`config.mk`:
```
export PLATFORM = sky130hd
export DESIGN_NAME = spmt_top
export DESIGN_NICKNAME = d
export VERILOG_FILES = /design/src/rtl/spmt_fifo.v /design/src/rtl/spmt_clkdiv.v /design/src/rtl/spmt_top.v
export VERILOG_INCLUDE_DIRS = /design/src /design/src/rtl
export SDC_FILE = /design/constraint.sdc
export NUM_CORES = 1
export LEC_CHECK = 0
export ABC_AREA = 1
export BUFFER_PORTS_ARGS = -buffer_cell sky130_fd_sc_hd__buf_4
export CELL_PAD_IN_SITES_DETAIL_PLACEMENT = 1
export CELL_PAD_IN_SITES_GLOBAL_PLACEMENT = 1
export CORE_MARGIN = 5
export CORE_UTILIZATION = 52
export CTS_BUF_LIST = sky130_fd_sc_hd__clkbuf_4 sky130_fd_sc_hd__clkbuf_8
export DETAILED_ROUTE_END_ITERATION = 16
export PLACE_DENSITY_LB_ADDON = 0.1
export SLEW_MARGIN = 20
export SYNTH_ARGS = -nofsm -noshare
export SYNTH_HDL_FRONTEND = slang
export SYNTH_SLANG_ARGS = --single-unit
```
`constraint.sdc`:
```
create_clock -name CLK -period 10.3 [get_ports CLK]
set_input_delay 1.545 -clock CLK [delete_from_list [all_inputs] [get_ports CLK]]
set_output_delay 1.545 -clock CLK [all_outputs]
set_load 0.05 [all_outputs]
```
`src/rtl/spmt_defines.vh`:
```
// Purpose: shared constants of the spi master transmit block
// Assumes: included by its bare name
// Notes:   offsets are byte addresses on the apb bus
`ifndef SPMT_DEFINES_VH
`define SPMT_DEFINES_VH

// ==========================================
// register offsets
`define SPMT_OFS_MAXCNT   12'h548
`define SPMT_OFS_DONE     12'h54C
`define SPMT_OFS_LIST     12'h550
`define SPMT_OFS_CONFIG   12'h554
`define SPMT_OFS_ORC      12'h5C0
`define SPMT_OFS_TXDATA   12'h600
`define SPMT_OFS_LENGTH   12'h604
`define SPMT_OFS_CTRL     12'h608
`define SPMT_OFS_STATUS   12'h60C

// ==========================================
// field positions and widths
`define SPMT_CNT_W        10
`define SPMT_LIST_W       2
`define SPMT_CFG_ORDER    0
`define SPMT_CFG_CPHA     1
`define SPMT_CFG_CPOL     2
`define SPMT_CTRL_START   0
`define SPMT_ST_BUSY      0
`define SPMT_ST_FULL      1
`define SPMT_ST_EMPTY     2
`define SPMT_ST_RX_LSB    8

// ==========================================
// reset values
`define SPMT_RST_CNT      10'h000
`define SPMT_RST_LIST     2'h0
`define SPMT_RST_CFG      3'h0
`define SPMT_RST_ORC      8'h00

// ==========================================
// timing
`define SPMT_CLK_PERIOD_NS 4
`define SPMT_SCK_PERIOD_NS 128
`define SPMT_HALF_CYCLES  ((`SPMT_SCK_PERIOD_NS + 2*`SPMT_CLK_PERIOD_NS - 1) / (2*`SPMT_CLK_PERIOD_NS))
`define SPMT_FIFO_DEPTH   16
`define SPMT_FIFO_AW      4

`endif

```
`src/rtl/spmt_fifo.v`:
```
// Purpose: small first-in first-out buffer for transmit bytes
// Assumes: depth is a power of two
// Notes:   read data is the head entry, valid while not empty
`timescale 1ns/1ps
`default_nettype none

module spmt_fifo #(
  parameter WIDTH = 8,
  parameter DEPTH = 16,
  parameter AW    = 4
) (
  input  wire             clk,
  input  wire             rst_n,
  input  wire             in_valid,
  output wire             in_ready,
  input  wire [WIDTH-1:0] in_data,
  output wire             out_valid,
  input  wire             out_ready,
  output wire [WIDTH-1:0] out_data,
  output wire             full,
  output wire             empty
);

  reg [WIDTH-1:0] mem_reg [0:DEPTH-1];
  reg [AW-1:0]    wr_ptr_reg;
  reg [AW-1:0]    rd_ptr_reg;
  reg [AW:0]      count_reg;
  wire            push;
  wire            pop;

  // ==========================================
  // flags
  assign full      = (count_reg == DEPTH[AW:0]);
  assign empty     = (count_reg == {(AW+1){1'b0}});
  assign in_ready  = ~full;
  assign out_valid = ~empty;
  assign push      = in_valid & ~full;
  assign pop       = out_ready & ~empty;
  assign out_data  = mem_reg[rd_ptr_reg];

  // ==========================================
  // storage
  always @(posedge clk)
  begin
    if (push)
    begin
      mem_reg[wr_ptr_reg] <= in_data;
    end
  end

  always @(posedge clk or negedge rst_n)
  begin
    if (!rst_n)
    begin
      wr_ptr_reg <= {AW{1'b0}};
      rd_ptr_reg <= {AW{1'b0}};
      count_reg  <= {(AW+1){1'b0}};
    end
    else
    begin
      if (push)
      begin
        wr_ptr_reg <= wr_ptr_reg + 1'b1;
      end
      if (pop)
      begin
        rd_ptr_reg <= rd_ptr_reg + 1'b1;
      end
      if (push & ~pop)
      begin
        count_reg <= count_reg + 1'b1;
      end
      else if (pop & ~push)
      begin
        count_reg <= count_reg - 1'b1;
      end
    end
  end

endmodule

`default_nettype wire

```
`src/rtl/spmt_clkdiv.v`:
```
// Purpose: half-period tick for the serial clock
// Assumes: one system clock
// Notes:   clear restarts the count so the next edge is a full half period away
`timescale 1ns/1ps
`default_nettype none
`include "spmt_defines.vh"

module spmt_clkdiv (
  input  wire clk,
  input  wire rst_n,
  input  wire clear,
  output reg  tick
);

  localparam integer LAST_INT = `SPMT_HALF_CYCLES - 1;
  localparam [4:0]   LAST     = LAST_INT[4:0];
  reg [4:0] cnt_reg;

  // ==========================================
  // counter
  always @(posedge clk or negedge rst_n)
  begin
    if (!rst_n)
    begin
      cnt_reg <= 5'h00;
      tick    <= 1'b0;
    end
    else if (clear)
    begin
      cnt_reg <= 5'h00;
      tick    <= 1'b0;
    end
    else if (cnt_reg == LAST)
    begin
      cnt_reg <= 5'h00;
      tick    <= 1'b1;
    end
    else
    begin
      cnt_reg <= cnt_reg + 5'h01;
      tick    <= 1'b0;
    end
  end

endmodule

`default_nettype wire

```
`src/rtl/spmt_top.v`:
```
// Purpose: spi master transmit path with apb registers
// Assumes: apb master per protocol, slave samples per chosen mode
// Notes:   one byte is 16 serial clock edges, cs held low for the whole transfer
// What this block does
// - order bit zero msb first, one lsb
// - phase zero: sample leading, shift trailing
// - phase one: sample trailing, shift leading
// - polarity sets idle and active clock level
// - past maximum count bytes send fill character
// - never take more than maximum count bytes
// - readable count of bytes taken last transfer
//
// The implementer's own choice: the APB slave port.
`timescale 1ns/1ps
`default_nettype none
`include "spmt_defines.vh"

module spmt_top (
  input  wire        CLK,
  input  wire        RST_N,
  input  wire        PSEL,
  input  wire        PENABLE,
  input  wire        PWRITE,
  input  wire [11:0] PADDR,
  input  wire [31:0] PWDATA,
  output reg  [31:0] PRDATA,
  output wire        PREADY,
  output reg         PSLVERR,
  output reg         SPI_SCK,
  output reg         SPI_MOSI,
  output reg         SPI_CS_N,
  input  wire        SPI_MISO
);

  localparam [1:0] ST_IDLE  = 2'h0;
  localparam [1:0] ST_LOAD  = 2'h1;
  localparam [1:0] ST_SHIFT = 2'h2;
  localparam [1:0] ST_END   = 2'h3;

  reg                    rst_s1_reg;
  reg                    rst_s2_reg;
  wire                   rst_n;
  reg                    miso_s1_reg;
  reg                    miso_s2_reg;

  reg [`SPMT_CNT_W-1:0]  max_cnt_reg;
  reg [`SPMT_CNT_W-1:0]  done_cnt_reg;
  reg [`SPMT_LIST_W-1:0] list_reg;
  reg [2:0]              cfg_reg;
  reg [7:0]              orc_reg;
  reg [`SPMT_CNT_W-1:0]  len_reg;
  reg [7:0]              rx_last_reg;

  reg [1:0]              state_reg;
  reg [`SPMT_CNT_W-1:0]  taken_reg;
  reg [`SPMT_CNT_W-1:0]  sent_reg;
  reg [3:0]              edge_reg;
  reg [7:0]              tx_sh_reg;
  reg [7:0]              rx_sh_reg;
  reg                    active_reg;
  reg                    mosi_reg;

  wire                   setup;
  wire                   access;
  wire                   wr_data;
  wire                   wr_en;
  wire                   mapped;
  wire                   start;
  wire                   busy;
  wire                   tick;
  wire                   div_clear;
  wire                   fifo_in_ready;
  wire                   fifo_valid;
  wire                   fifo_pop;
  wire [7:0]             fifo_byte;
  wire                   fifo_full;
  wire                   fifo_empty;
  wire                   need_fifo;
  wire                   can_load;
  wire [7:0]             src_byte;
  wire [7:0]             src_rev;
  wire [7:0]             tx_ord;
  wire [7:0]             rx_rev;
  wire                   order;
  wire                   cpha;
  wire                   cpol;
  wire                   leading;
  wire                   last_edge;

  // ==========================================
  // reset release and pin synchronisers
  always @(posedge CLK or negedge RST_N)
  begin
    if (!RST_N)
    begin
      rst_s1_reg <= 1'b0;
      rst_s2_reg <= 1'b0;
    end
    else
    begin
      rst_s1_reg <= 1'b1;
      rst_s2_reg <= rst_s1_reg;
    end
  end

  assign rst_n = rst_s2_reg;

  // miso is asynchronous to us; only the second stage is read
  always @(posedge CLK or negedge rst_n)
  begin
    if (!rst_n)
    begin
      miso_s1_reg <= 1'b0;
      miso_s2_reg <= 1'b0;
    end
    else
    begin
      miso_s1_reg <= SPI_MISO;
      miso_s2_reg <= miso_s1_reg;
    end
  end

  // ==========================================
  // apb decode
  assign setup   = PSEL & ~PENABLE;
  assign access  = PSEL & PENABLE;
  assign wr_data = PWRITE & (PADDR == `SPMT_OFS_TXDATA);
  // a full buffer stalls the write until the serial side drains it
  assign PREADY  = ~(wr_data & ~fifo_in_ready);
  assign wr_en   = access & PWRITE & PREADY;
  assign start   = wr_en & (PADDR == `SPMT_OFS_CTRL) & PWDATA[`SPMT_CTRL_START];
  assign busy    = (state_reg != ST_IDLE);

  assign mapped  = (PADDR == `SPMT_OFS_MAXCNT) | (PADDR == `SPMT_OFS_DONE) |
                   (PADDR == `SPMT_OFS_LIST)   | (PADDR == `SPMT_OFS_CONFIG) |
                   (PADDR == `SPMT_OFS_ORC)    | (PADDR == `SPMT_OFS_TXDATA) |
                   (PADDR == `SPMT_OFS_LENGTH) | (PADDR == `SPMT_OFS_CTRL) |
                   (PADDR == `SPMT_OFS_STATUS);

  assign order = cfg_reg[`SPMT_CFG_ORDER];
  assign cpha  = cfg_reg[`SPMT_CFG_CPHA];
  assign cpol  = cfg_reg[`SPMT_CFG_CPOL];

  // ==========================================
  // read data, captured in the setup cycle
  always @(posedge CLK or negedge rst_n)
  begin
    if (!rst_n)
    begin
      PRDATA  <= 32'h00000000;
      PSLVERR <= 1'b0;
    end
    else if (setup)
    begin
      PSLVERR <= ~mapped;
      PRDATA  <= 32'h00000000;
      case (PADDR)
        `SPMT_OFS_MAXCNT: PRDATA[`SPMT_CNT_W-1:0]  <= max_cnt_reg;
        `SPMT_OFS_DONE:   PRDATA[`SPMT_CNT_W-1:0]  <= done_cnt_reg;
        `SPMT_OFS_LIST:   PRDATA[`SPMT_LIST_W-1:0] <= list_reg;
        `SPMT_OFS_CONFIG: PRDATA[2:0]              <= cfg_reg;
        `SPMT_OFS_ORC:    PRDATA[7:0]              <= orc_reg;
        `SPMT_OFS_LENGTH: PRDATA[`SPMT_CNT_W-1:0]  <= len_reg;
        `SPMT_OFS_STATUS:
        begin
          PRDATA[`SPMT_ST_BUSY]  <= busy;
          PRDATA[`SPMT_ST_FULL]  <= fifo_full;
          PRDATA[`SPMT_ST_EMPTY] <= fifo_empty;
          PRDATA[`SPMT_ST_RX_LSB+7:`SPMT_ST_RX_LSB] <= rx_last_reg;
        end
        default:          PRDATA <= 32'h00000000;
      endcase
    end
  end

  // ==========================================
  // writable registers
  always @(posedge CLK or negedge rst_n)
  begin
    if (!rst_n)
    begin
      max_cnt_reg <= `SPMT_RST_CNT;
      list_reg    <= `SPMT_RST_LIST;
      cfg_reg     <= `SPMT_RST_CFG;
      orc_reg     <= `SPMT_RST_ORC;
      len_reg     <= `SPMT_RST_CNT;
    end
    else if (wr_en)
    begin
      case (PADDR)
        `SPMT_OFS_MAXCNT: max_cnt_reg <= PWDATA[`SPMT_CNT_W-1:0];
        `SPMT_OFS_LIST:   list_reg    <= PWDATA[`SPMT_LIST_W-1:0];
        `SPMT_OFS_CONFIG: cfg_reg     <= PWDATA[2:0];
        `SPMT_OFS_ORC:    orc_reg     <= PWDATA[7:0];
        `SPMT_OFS_LENGTH: len_reg     <= PWDATA[`SPMT_CNT_W-1:0];
        default:          len_reg     <= len_reg;
      endcase
    end
  end

  // ==========================================
  // transmit buffer and divider
  spmt_fifo #(
    .WIDTH (8),
    .DEPTH (`SPMT_FIFO_DEPTH),
    .AW    (`SPMT_FIFO_AW)
  ) u_fifo (
    .clk       (CLK),
    .rst_n     (rst_n),
    .in_valid  (access & wr_data),
    .in_ready  (fifo_in_ready),
    .in_data   (PWDATA[7:0]),
    .out_valid (fifo_valid),
    .out_ready (fifo_pop),
    .out_data  (fifo_byte),
    .full      (fifo_full),
    .empty     (fifo_empty)
  );

  spmt_clkdiv u_div (
    .clk   (CLK),
    .rst_n (rst_n),
    .clear (div_clear),
    .tick  (tick)
  );

  // ==========================================
  // byte source and bit order
  assign need_fifo = (taken_reg < max_cnt_reg);
  assign can_load  = ~need_fifo | fifo_valid;
  assign fifo_pop  = (state_reg == ST_LOAD) & need_fifo & fifo_valid;
  assign src_byte  = need_fifo ? fifo_byte : orc_reg;
  assign div_clear = (state_reg == ST_LOAD) | (state_reg == ST_IDLE);

  genvar gi;
  generate
    for (gi = 0; gi < 8; gi = gi + 1)
    begin : g_rev
      assign src_rev[gi] = src_byte[7-gi];
      assign rx_rev[gi]  = rx_sh_reg[7-gi];
    end
  endgenerate

  // bit sent first always sits in bit 7 of tx_ord; with phase zero it goes straight to mosi at load
  assign tx_ord    = order ? src_rev : src_byte;
  assign leading   = ~edge_reg[0];
  assign last_edge = (edge_reg == 4'hF);

  // ==========================================
  // serial engine
  always @(posedge CLK or negedge rst_n)
  begin
    if (!rst_n)
    begin
      state_reg    <= ST_IDLE;
      taken_reg    <= `SPMT_RST_CNT;
      sent_reg     <= `SPMT_RST_CNT;
      done_cnt_reg <= `SPMT_RST_CNT;
      edge_reg     <= 4'h0;
      tx_sh_reg    <= 8'h00;
      rx_sh_reg    <= 8'h00;
      rx_last_reg  <= 8'h00;
      active_reg   <= 1'b0;
      mosi_reg     <= 1'b0;
      SPI_CS_N     <= 1'b1;
    end
    else
    begin
      case (state_reg)
        ST_IDLE:
        begin
          SPI_CS_N   <= 1'b1;
          active_reg <= 1'b0;
          if (start)
          begin
            taken_reg <= `SPMT_RST_CNT;
            sent_reg  <= `SPMT_RST_CNT;
            SPI_CS_N  <= 1'b0;
            state_reg <= (len_reg == `SPMT_RST_CNT) ? ST_END : ST_LOAD;
          end
        end
        ST_LOAD:
        begin
          // waiting here on an empty buffer keeps the bus clock stopped
          if (can_load)
          begin
            if (need_fifo)
            begin
              taken_reg <= taken_reg + 1'b1;
            end
            edge_reg  <= 4'h0;
            state_reg <= ST_SHIFT;
            if (cpha)
            begin
              tx_sh_reg <= tx_ord;
            end
            else
            begin
              mosi_reg  <= tx_ord[7];
              tx_sh_reg <= {tx_ord[6:0], 1'b0};
            end
          end
        end
        ST_SHIFT:
        begin
          if (tick)
          begin
            active_reg <= ~active_reg;
            edge_reg   <= edge_reg + 4'h1;
            if (leading ^ cpha)
            begin
              rx_sh_reg <= {rx_sh_reg[6:0], miso_s2_reg};
            end
            if (cpha & leading)
            begin
              mosi_reg  <= tx_sh_reg[7];
              tx_sh_reg <= {tx_sh_reg[6:0], 1'b0};
            end
            if (~cpha & ~leading & ~last_edge)
            begin
              mosi_reg  <= tx_sh_reg[7];
              tx_sh_reg <= {tx_sh_reg[6:0], 1'b0};
            end
            if (last_edge)
            begin
              sent_reg  <= sent_reg + 1'b1;
              state_reg <= (sent_reg + 1'b1 == len_reg) ? ST_END : ST_LOAD;
            end
          end
          if (last_edge & ~tick)
          begin
            rx_last_reg <= order ? rx_rev : rx_sh_reg;
          end
        end
        ST_END:
        begin
          // one half period of hold before chip select rises
          if (tick)
          begin
            SPI_CS_N     <= 1'b1;
            done_cnt_reg <= taken_reg;
            state_reg    <= ST_IDLE;
          end
        end
        default:
        begin
          state_reg <= ST_IDLE;
        end
      endcase
    end
  end

  // ==========================================
  // clock and data pins share one stage so data moves with its clock edge
  always @(posedge CLK or negedge rst_n)
  begin
    if (!rst_n)
    begin
      SPI_SCK  <= 1'b0;
      SPI_MOSI <= 1'b0;
    end
    else
    begin
      SPI_SCK  <= cpol ^ active_reg;
      SPI_MOSI <= mosi_reg;
    end
  end

endmodule

`default_nettype wire

```
### Word-level counts from Yosys, hierarchy flattened

Memory sizes are Yosys's and may differ from the RTL's.
Index checks and enable logic that the tools add are counted.

* add/sub/neg operators: 8
* magnitude comparators: 1
* equal/unequal tests: 24
* multiplexer cells: 51
* bitwise operators: 44
* reduce and logical (&&, ||, !) cells: 25

Operators by type and width (number)
* $eq 12x11->1 const B: 9
* $mux 8: 8
* $mux 10: 5
* $pmux 10 s2: 2
* $add 10x1->10 const B: 2
* $mux 5: 4
* $pmux 5 s4: 1
* $and 1x1->1: 19
* $reduce_and 2->1: 9
* $pmux 2 s4: 2
* $pmux 8 s2: 1
* $mux 2: 7
* $pmux 2 s7: 1
* $not 1->1: 13
* $add 4x1->4 const B: 3
* $mux 1: 12
* $reduce_and 4->1: 3
* $reduce_bool 2->1: 6
* $add 5x1->5 const B: 2
* $eq 10x10->1: 1
* $logic_not 10->1: 1
* $lt 10x10->1: 1
* $ne 2x2->1 const B: 5
* $or 1x1->1: 10
* other kinds (18): 26

* register bits after elaboration: 138
* bits in writable memories: 128
* output and inout bits: 37
* word-level logic and storage cells: 183
* memories kept: 1

Memory list
* u_fifo.mem_reg: depth 16, width 8, rd ports 1, clocked after memory_dff 0, write ports 1, RTL line spmt_fifo.v:24 `reg [WIDTH-1:0] mem_reg [0:DEPTH-1];`

### Longest topological paths before layout

Gate-level depths: netlist of the first run.

* depth in word-level cells: 10
* mapped depth: 22
* gate-level depth less buffers: 22

### By module

A second synthesis of the first run with hierarchy kept.

* cells, all modules: 1506
* area, all modules: 13302.8 um^2

By module, submodules not included
* spmt_top: instances 1, cells each 859, area each 6731.5 um^2, seq. area each 2979.1 um^2
* spmt_fifo: instances 1, cells each 620, area each 6318.6 um^2, seq. area each 4169.0 um^2
* spmt_clkdiv: instances 1, cells each 27, area each 252.7 um^2, seq. area each 150.1 um^2

### Worst setup path after synthesis of the first run

No wires, ideal clock.

* kind: input to output
* start: input port PADDR[11]
* end: output port PREADY
* arrival time: 2255 ps
* path slack: 6500 ps
* stages: 6
* buffers on the path: 0
* path through: inv_1 nand2_1 nor3_4 nand2_2 nor2_4 nand2_2

* word-level cells in the longest chain between the ends: 4

Ends and longest elaborated chain
* from (decl): RTL line spmt_top.v:24 `input wire [11:0] PADDR,`
* $eq 12x11->1 (no line)
* $and 1x1->1: RTL line spmt_top.v:127 `` assign wr_data = PWRITE & (PADDR == `SPMT_OFS_TXDATA); ``
* $and 1x1->1: RTL line spmt_top.v:129 `assign PREADY = ~(wr_data & ~fifo_in_ready);`
* $not 1->1: RTL line spmt_top.v:129
* to (decl): RTL line spmt_top.v:27 `output wire PREADY,`

Every way passes these cells.

### Worst setup path after layout of the first run

Same ends and word-level chain as after synthesis.

==> impl_metrics.json, run 1 <==
{
  "status": "complete, no violations",
  "fin_tns_setup_ns": 0,
  "io_pins": 87,
  "syn_area_um2": 13000,
  "crit_path_start_kind": "primary input",
  "rsz0062_at_grt": "false",
  "whs_path_depth": 0,
  "htreeDepth": 2,
  "grt_pass1_wl_mm": 56.5,
  "ctsResizeCount": 0,
  "slew_violations": 0,
  "cp_max_fo": 4,
  "viasPerCell": 5.47,
  "seq_area_frac_synth_pct": 56.3,
  "cts.reportedPaths.clkPinSlew_ns": 0.06,
  "port_buffers": 48,
  "num_rows": 57,
  "final_hold_viol_count": 0,
  "num_vias": 10300,
  "final_common_cell": "nand2_1",
  "start_util_pct": 53.0,
  "fin_crit_ns": 4.24,
  "power.total_uw": 2180,
  "fmax_mhz": 236,
  "rr_startpoint": "taken_reg[9]",
  "drtPass1Iterations": 5,
  "cp.required_ns": 8.76,
  "drt-total-wl_mm": 35.4,
  "r2r_setup_slack_ns": 6.74,
  "core_area_um2": 24500,
  "drive_gt1_share_pct": 10.7,
  "cts_setup_buffers": 0,
  "arrival_ns": 2.70,
  "clk_latency_ns": 0.57,
  "tightest_slew_ns": 1.09,
  "endpoint_kind": "output pin",
  "finalSetupViolCount": 0,
  "cts_sinks": 266,
  "synth_seq_cells": 266,
  "dp_hpwl_mm": 24.1,
  "die_x_um": 168,
  "powerDensity_nw_per_um2": 151,
  "post_synth.cell_area_avg_um2": 8.84,
  "grt_util_all_layers_pct": 25.0,
  "fill_cells": 2879,
  "cts_buffers": 47,
  "antenna_found_initial": 0,
  "layout_common_cells": "419 x nand2_1, 195 x inv_1, 177 x nand3_1",
  "grt_pass1_vias": 10800,
  "ant_nets": 0,
  "criticalPathCategory": "in2out",
  "wire_per_inst_um": 18.8,
  "drc_errors": 0,
  "grt-ovfl-total": 0,
  "synth_cell_type_count": 47,
  "synth_cells": 1466,
  "fp.dieH_um": 168,
  "grt_start_max_net_pins": 71,
  "synth_warnings": 0,
  "dieArea_um2": 28200,
  "post_dp_cell_area_um2": 13500,
  "root_buffer": "clkbuf_8",
  "hp-start": "rst_s1_reg",
  "clock_path_buffers": 3,
  "p_leak_uw": 0.00655,
  "hold_class": "reg2reg",
  "nets": 1595,
  "largest_reg_flops": 128,
  "max_cap_viol_count": 0,
  "max_slew_margin_pct": 26.9,
  "drt_iter0_drc": 653,
  "design_area_um2": 14500,
  "fin_worst_skew_ns": 0.0216,
  "diodes": 0,
  "tritoncts": "done",
  "place.gp.congestion": 0.853,
  "area_delta_synth_final_pct": 11.5,
  "r2r_cells": 17,
  "timing.rr.end": "u_fifo.count_reg[4]",
  "min_period_over_period_pct": 41.2,
  "vdd_ir_drop_max_mv": 0.115,
  "hold_path_end": "rst_n",
  "holdBufCountCts": 0
}
-- cells in the mapped netlist, drive strengths merged --
cell    number  area share, %
nand2      427             13
inv        204            5.9
nand3      179            7.0
dfrtp      137             26
edfxtp     128             30
o21ai      104            4.0
nor2        70            2.4
buf         38            1.8
clkbuf      24           0.70
ha          24            2.3
a21oi       23           0.89
xor2        23            1.6
nor3        18           0.90
o31ai       14           0.81
nand4       11           0.53
o211ai       8           0.46
o22ai        5           0.24
clkinv       4           0.12
nor4         4           0.19
or2          3           0.14
xnor2        3           0.20
a31oi        2          0.097
conb         2          0.058
o21a         2           0.12
a21boi       1          0.087
a21o         1          0.058
a22o         1          0.068
a41oi        1          0.068
and3         1          0.048
dfstp        1           0.20
fa           1           0.15
nand3b       1          0.058
o21bai       1          0.058
-- cell families (layout without fill, tap and decap cells) --
group	Yosys count	in the layout	synth area share, %
other cells	2	17	0.0580
flops	266	266	56.3
simple gates	714	714	23.9
compound gates	163	163	6.97
xor+xnor	26	26	1.76
fa+ha+maj	25	25	2.47
buf+inv	270	344	8.56
-- layer usage --
| layer | wire [um] | global-route usage [%] |
|---|---|---|
| met5 | 0 | 0 |
| met4 | 838 | 6.92 |
| met3 | 1790 | 3.87 |
| met2 | 17000 | 41.5 |
| met1 | 15800 | 34.4 |
-- metrics by stage --
step	utilization [%]	instances	setup WS, ns	hold slack [ns]
6_report	59.1	1879	6.06	0.349
3_5_place_dp	55.2	1795	5.95	0.337
5_1_grt	59.1	1879	5.99	0.381
3_3_place_gp	55.2	1795	6.06	0.333
2_1_floorplan	-	1481	6.17	0.331
4_1_cts	59.1	1879	6.07	0.350
-- report_power, final --
part	switching [uW]	total (uW)	internal [uW]	leakage (uW)
combinational	45.4	56.1	10.7	0.00311
clock	451	1000	551	0.000513
sequential	6.13	1120	1120	0.00292
total	502	2180	1680	0.00655
-- final cells by class --
cell class | instances | area (um2) | share of cell area (%)
clock buffers | 64 | 831 | 5.75
clock inverters | 20 | 129 | 0.892
flip-flops and latches | 266 | 7300 | 50.5
well taps | 324 | 405 | 2.80
multi-input cells | 945 | 4610 | 31.9
repair buffers | 52 | 390 | 2.70
inverters | 208 | 783 | 5.42
-- worst max-delay path, stage by stage --
cell	delay [ns]
buf_4	0.11
inv_1	0.04
nand2_1	0.10
nor3_4	0.27
nand2_2	0.16
nor2_4	0.15
nand2_2	0.11
buf_4	0.21
-- worst max path at each step --
stage / startpoint / endpoint / slack (ns) / cells past startpoint
detailed placement: PADDR[11] / u_fifo.count_reg[4] / 5.95 / 18
global placement: PADDR[11] / u_fifo.count_reg[4] / 6.06 / 18
finish: PADDR[11] / PREADY / 6.06 / 8
global route: PADDR[11] / PREADY / 5.99 / 8
CTS: PADDR[11] / PREADY / 6.07 / 8
floorplan: rst_n / PRDATA[0] / 6.17 / 0
Note: power is estimated with default switching activity, not from simulation.
==> run 2, diff against run 1 <==
--- a/config.mk
+++ b/config.mk
@@ -11,7 +11,7 @@
 export CELL_PAD_IN_SITES_DETAIL_PLACEMENT = 1
 export CELL_PAD_IN_SITES_GLOBAL_PLACEMENT = 1
 export CORE_MARGIN = 5
-export CORE_UTILIZATION = 52
+export CORE_UTILIZATION = 44
 export CTS_BUF_LIST = sky130_fd_sc_hd__clkbuf_4 sky130_fd_sc_hd__clkbuf_8
 export DETAILED_ROUTE_END_ITERATION = 16
 export PLACE_DENSITY_LB_ADDON = 0.1
==> constraint.sdc (replaced) <==
create_clock -name CLK -period 3.55 [get_ports CLK]
set_input_delay 0.5325 -clock CLK [delete_from_list [all_inputs] [get_ports CLK]]
set_output_delay 0.5325 -clock CLK [all_outputs]
set_load 0.05 [all_outputs]
==> run 2 against run 1 <==
Effect of this change:
- global-route usage fell by 3.6 points
- die area up 17%
- wire length decreased by 1.2%
- clock power grew to 2.8 times the previous value
- non-clock buffer count rose by 24
- setup slack got worse by 5.7 ns
- hold slack got worse by 0.26 ns
- largest cell class unchanged
==> impl_metrics.json, run 2 (synthesis gave the netlist of run 1 again) <==
{
  "power.total_uw": 6210,
  "status": "complete, no violations",
  "diodes": 0,
  "max_slew_margin_pct": 42.4,
  "powerDensity_nw_per_um2": 423,
  "vdd_ir_drop_max_mv": 0.250,
  "tightest_slew_ns": 0.860,
  "grt_pass1_vias": 10600,
  "htreeDepth": 2,
  "criticalPathCategory": "reg2reg",
  "cp.required_ns": 4.00,
  "grt_util_all_layers_pct": 21.4,
  "clock_path_buffers": 3,
  "dp_hpwl_mm": 24.5,
  "core_area_um2": 28900,
  "nets": 1619,
  "root_buffer": "clkbuf_8",
  "fill_cells": 3417,
  "fin_tns_setup_ns": 0,
  "grt-ovfl-total": 0,
  "hold_class": "in2reg",
  "drtPass1Iterations": 5,
  "arrival_ns": 3.59,
  "cts_setup_buffers": 0,
  "die_x_um": 182,
  "num_rows": 62,
  "max_cap_viol_count": 0,
  "fp.dieH_um": 182,
  "num_vias": 10100,
  "area_delta_synth_final_pct": 13.3,
  "layout_common_cells": "419 x nand2_1, 196 x inv_1, 177 x nand3_1",
  "grt_pass1_wl_mm": 56.9,
  "cts_buffers": 47,
  "cts.reportedPaths.clkPinSlew_ns": 0.06,
  "port_buffers": 48,
  "rsz0062_at_grt": "false",
  "start_util_pct": 44.9,
  "wire_per_inst_um": 17.8,
  "ctsResizeCount": 0,
  "viasPerCell": 5.18,
  "grt_start_max_net_pins": 68,
  "clk_latency_ns": 0.56,
  "crit_path_start_kind": "register",
  "fmax_mhz": 318,
  "drt_iter0_drc": 600,
  "p_leak_uw": 0.00666,
  "antenna_found_initial": 0,
  "endpoint_kind": "register",
  "final_common_cell": "nand2_1",
  "fin_crit_ns": 3.15,
  "r2r_setup_slack_ns": 0.40,
  "io_pins": 87,
  "dieArea_um2": 33000,
  "ant_nets": 0,
  "drt-total-wl_mm": 35.0,
  "cts_sinks": 266,
  "finalSetupViolCount": 0,
  "min_period_over_period_pct": 88.6,
  "final_hold_viol_count": 0,
  "tritoncts": "done",
  "drive_gt1_share_pct": 12.0,
  "fin_worst_skew_ns": 0.0193,
  "cp_max_fo": 4,
  "slew_violations": 0,
  "largest_reg_flops": 128,
  "drc_errors": 0,
  "place.gp.congestion": 0.831
}
==> run 2: cell type report <==
| class | count | area (um2) | area share (%) |
|---|---|---|---|
| timing repair buffer | 76 | 586 | 3.99 |
| clock buffer | 73 | 873 | 5.95 |
| inverter | 208 | 781 | 5.32 |
| sequential | 266 | 7300 | 49.8 |
| tap | 384 | 480 | 3.27 |
| multi-input combinational | 945 | 4610 | 31.4 |
| clock inverter | 8 | 40.0 | 0.273 |
==> run 2: layer usage <==
| metal | wire, um | share of wire (%) | up-vias | GRT usage [%] |
|---|---|---|---|---|
| li1 | - | - | 4892 | - |
| met1 | 16700 | 48 | 5014 | 30.8 |
| met2 | 16100 | 46 | 186 | 34.3 |
| met3 | 1450 | 4.1 | 53 | 3.22 |
| met4 | 731 | 2.1 | 0 | 5.34 |
| met5 | 0 | 0 | - | 0 |
==> run 2: repair_timing <==
| item | CTS | global route |
|---|---|---|
| hold buffers | 1 | 0 |
| setup endpoints to repair | 0 | 0 |
| endpoints found under the hold margin | 2 | 0 |
==> run 2: worst paths after layout <==
check	from	endpoint	depth (start not counted)
min in group asynchronous	RST_N	rst_n	2
min	SPI_MISO	miso_s1_reg	1
min reg2reg	rst_n	u_fifo.count_reg[2]	0
max in group asynchronous	rst_n	PRDATA[14]	1
max reg2reg	taken_reg[9]	u_fifo.count_reg[4]	19
max	taken_reg[9]	u_fifo.count_reg[4]	19
==> run 2: worst max-delay path: stages (launching register included) <==
cell and delay (ns):
dfrtp_1 0.42, ha_1 0.32, nand2_1 0.08, nor2_1 0.19
nand2_1 0.10, nor2_2 0.18, nor2_4 0.07, nand3_1 0.10
nor2_2 0.07, inv_1 0.09, ha_1 0.20, inv_1 0.11
fa_1 0.47, a21oi_1 0.15, nor2_1 0.06, nor2_1 0.12
nand2_1 0.06, nand2_1 0.05, nor2_1 0.05, xor2_1 0.13
==> run 2: per-stage QoR <==
stage / instances / setup WS (ns) / hold slack (ns) / cell area, um2 / util, %
after global routing: 1960 / 0.188 / 0.0601 / 14700 / 50.9
after floorplan: 1481 / 0.666 / 0.237 / 13000 / -
after CTS: 1960 / 0.394 / 0.0574 / 14700 / 50.9
final: 1960 / 0.404 / 0.0881 / 14700 / 50.9
after detailed placement: 1878 / 0.267 / 0.300 / 13800 / 47.7
after global placement: 1878 / 0.319 / 0.295 / 13800 / 47.7
==> run 2: where the power goes <==
group	leakage [uW]	internal, uW	switching [uW]
sequential	0.00292	3240	10.1
combinational	0.00325	34.6	141
clock	0.000487	1550	1230
total	0.00666	4830	1380
==> run 3, diff against run 2 <==
--- a/config.mk
+++ b/config.mk
@@ -11,7 +11,7 @@
 export CELL_PAD_IN_SITES_DETAIL_PLACEMENT = 1
 export CELL_PAD_IN_SITES_GLOBAL_PLACEMENT = 1
 export CORE_MARGIN = 5
-export CORE_UTILIZATION = 44
+export CORE_UTILIZATION = 48
 export CTS_BUF_LIST = sky130_fd_sc_hd__clkbuf_4 sky130_fd_sc_hd__clkbuf_8
 export DETAILED_ROUTE_END_ITERATION = 16
 export PLACE_DENSITY_LB_ADDON = 0.1
==> constraint.sdc (replaced) <==
create_clock -name CLK -period 3.4 [get_ports CLK]
set_input_delay 0.51 -clock CLK [delete_from_list [all_inputs] [get_ports CLK]]
set_output_delay 0.51 -clock CLK [all_outputs]
set_load 0.05 [all_outputs]
==> run 3 against run 2 <==
Effect of this change:
- sequential power rose by 5%
- largest power group unchanged
- total power rose by 5.3%
- hold slack got worse by 0.024 ns
- final cell count fell by 1.8%
- flip-flop and latch count did not move
- combinational power barely moved
- critical endpoint unchanged
- global-route usage rose by 2.7 points
- wire length rose by 4.1%
- clock power rose by 6%
==> impl_metrics.json, run 3 (synthesis gave the netlist of run 1 again) <==
{
  "drt_iter0_drc": 533,
  "drtPass1Iterations": 5,
  "num_vias": 10300,
  "ant_nets": 0,
  "crit_start": "taken_reg[5]",
  "hold_class": "in2reg",
  "root_buffer": "clkbuf_8",
  "place.gp.congestion": 0.834,
  "hold_ws_ns": 0.0638,
  "drive_gt1_share_pct": 12.3,
  "dieArea_um2": 30400,
  "cts.reportedPaths.clkPinSlew_ns": 0.06,
  "final_hold_viol_count": 0,
  "max_cap_viol_count": 0,
  "p_leak_uw": 0.00669,
  "port_buffers": 48,
  "clock_path_buffers": 3,
  "dp_hpwl_mm": 25.4,
  "max_slew_margin_pct": 38.2,
  "fill_cells": 3133,
  "timing.rr.end": "u_fifo.count_reg[4]",
  "core_area_um2": 26800,
  "vdd_ir_drop_max_mv": 0.279,
  "cp_max_fo": 5,
  "rsz0062_at_grt": "false",
  "criticalPathCategory": "reg2reg",
  "grt_start_max_net_pins": 70,
  "layout_common_cells": "419 x nand2_1, 196 x inv_1, 177 x nand3_1",
  "grt_util_all_layers_pct": 24.1,
  "die_x_um": 174,
  "drc_errors": 0,
  "antenna_found_initial": 0,
  "cp.required_ns": 3.86,
  "r2r_cells": 21,
  "cts_buffers": 45,
  "crit_path_start_kind": "register",
  "status": "complete, no violations",
  "wire_per_inst_um": 18.9,
  "tritoncts": "done",
  "area_delta_synth_final_pct": 13.3,
  "grt-ovfl-total": 0,
  "ctsResizeCount": 0,
  "diodes": 0,
  "r2r_setup_slack_ns": 0.27,
  "post_dp_cell_area_um2": 13700,
  "endpoint_kind": "register",
  "final_common_cell": "nand2_1",
  "tightest_slew_ns": 0.925,
  "num_rows": 60,
  "nets": 1621,
  "rr_startpoint": "taken_reg[5]",
  "largest_reg_flops": 128,
  "cts_sinks": 266,
  "min_period_over_period_pct": 92.0,
  "clk_latency_ns": 0.58,
  "viasPerCell": 5.37,
  "grt_pass1_wl_mm": 58.5,
  "fin_tns_setup_ns": 0,
  "fin_crit_ns": 3.13,
  "fp.dieH_um": 174,
  "drt-total-wl_mm": 36.4,
  "htreeDepth": 2,
  "dpl.cell_count": 1839,
  "fin_cells": 1924,
  "start_util_pct": 48.3,
  "design_area_um2": 14700,
  "power.total_uw": 6530,
  "finalSetupViolCount": 0,
  "slew_violations": 0,
  "arrival_ns": 3.58,
  "powerDensity_nw_per_um2": 445,
  "grt_pass1_vias": 10900,
  "fmax_mhz": 320,
  "io_pins": 87,
  "fin_worst_skew_ns": 0.0276,
  "cp-endpoint": "u_fifo.count_reg[4]"
}
-- run 3: cell types whose count changed in the layout (fill, tap and decap cells not counted), sizes merged --
cell | before | now
clkinv | 10 | 13
clkinvlp | 1 | 0
buf | 75 | 79
inv | 205 | 206
-- run 3: worst min path at each step --
stage / startpoint / end / slack, ns / cells past startpoint
final: SPI_MISO / miso_s1_reg / 0.06 / 1
after global routing: SPI_MISO / miso_s1_reg / 0.03 / 1
after CTS: SPI_MISO / miso_s1_reg / 0.04 / 1
after detailed placement: RST_N / rst_s1_reg / 0.30 / 1
after global placement: RST_N / rst_s1_reg / 0.30 / 1
after floorplan: RST_N / rst_n / 0.21 / 0
-- run 3: metal layers --
metal	part of all wire [%]	track usage [%]	vias up
met2	47	39.3	238
met3	5.4	4.52	59
met1	45	33.5	5124
li1	-	-	4904
met4	2.2	6.57	0
met5	0	0	-
-- run 3: where the power goes --
| part | internal, uW | switching [uW] | total (uW) | leakage, uW |
|---|---|---|---|---|
| Sequential | 3380 | 13.0 | 3400 | 0.00292 |
| Combinational | 35.3 | 143 | 178 | 0.00327 |
| Clock | 1640 | 1310 | 2960 | 0.000505 |
-- run 3: layout make-up --
class	instances	area, um2	share of cell area (%)
flip-flops and latches	266	7300	49.8
repair buffers	80	616	4.19
inverters	208	781	5.32
multi-input cells	945	4610	31.4
well taps	341	427	2.91
clock inverters	11	57.6	0.392
clock buffers	73	880	5.99
-- run 3: per-stage QoR --
step,util (%),setup WS [ns]
after floorplan,-,0.516
after global placement,51.2,0.207
after detailed placement,51.2,0.0801
after CTS,54.8,0.270
after global routing,54.8,0.0322
final,54.8,0.274
-- run 3: what timing repair did --
item,4_1_cts,5_1_grt
hold endpoints to repair,2,0
buffers inserted,0,0
endpoints found under the setup margin,0,0
hold buffers,1,0
-- run 3: worst max-delay path: stages, from the launching register on --
cell,delay [ns]
dfrtp_1,0.44
ha_1,0.32
nand2_1,0.09
inv_1,0.05
nand2_1,0.06
nand2_1,0.05
nand2_1,0.08
nand2_1,0.10
nor2_4,0.11
nand3_1,0.11
nor2_2,0.19
inv_1,0.07
ha_1,0.23
inv_1,0.16
ha_1,0.30
a21oi_1,0.17
nor2_1,0.05
nor2_1,0.13
nand2_1,0.07
nand2_1,0.06
nor2_1,0.05
xor2_1,0.13
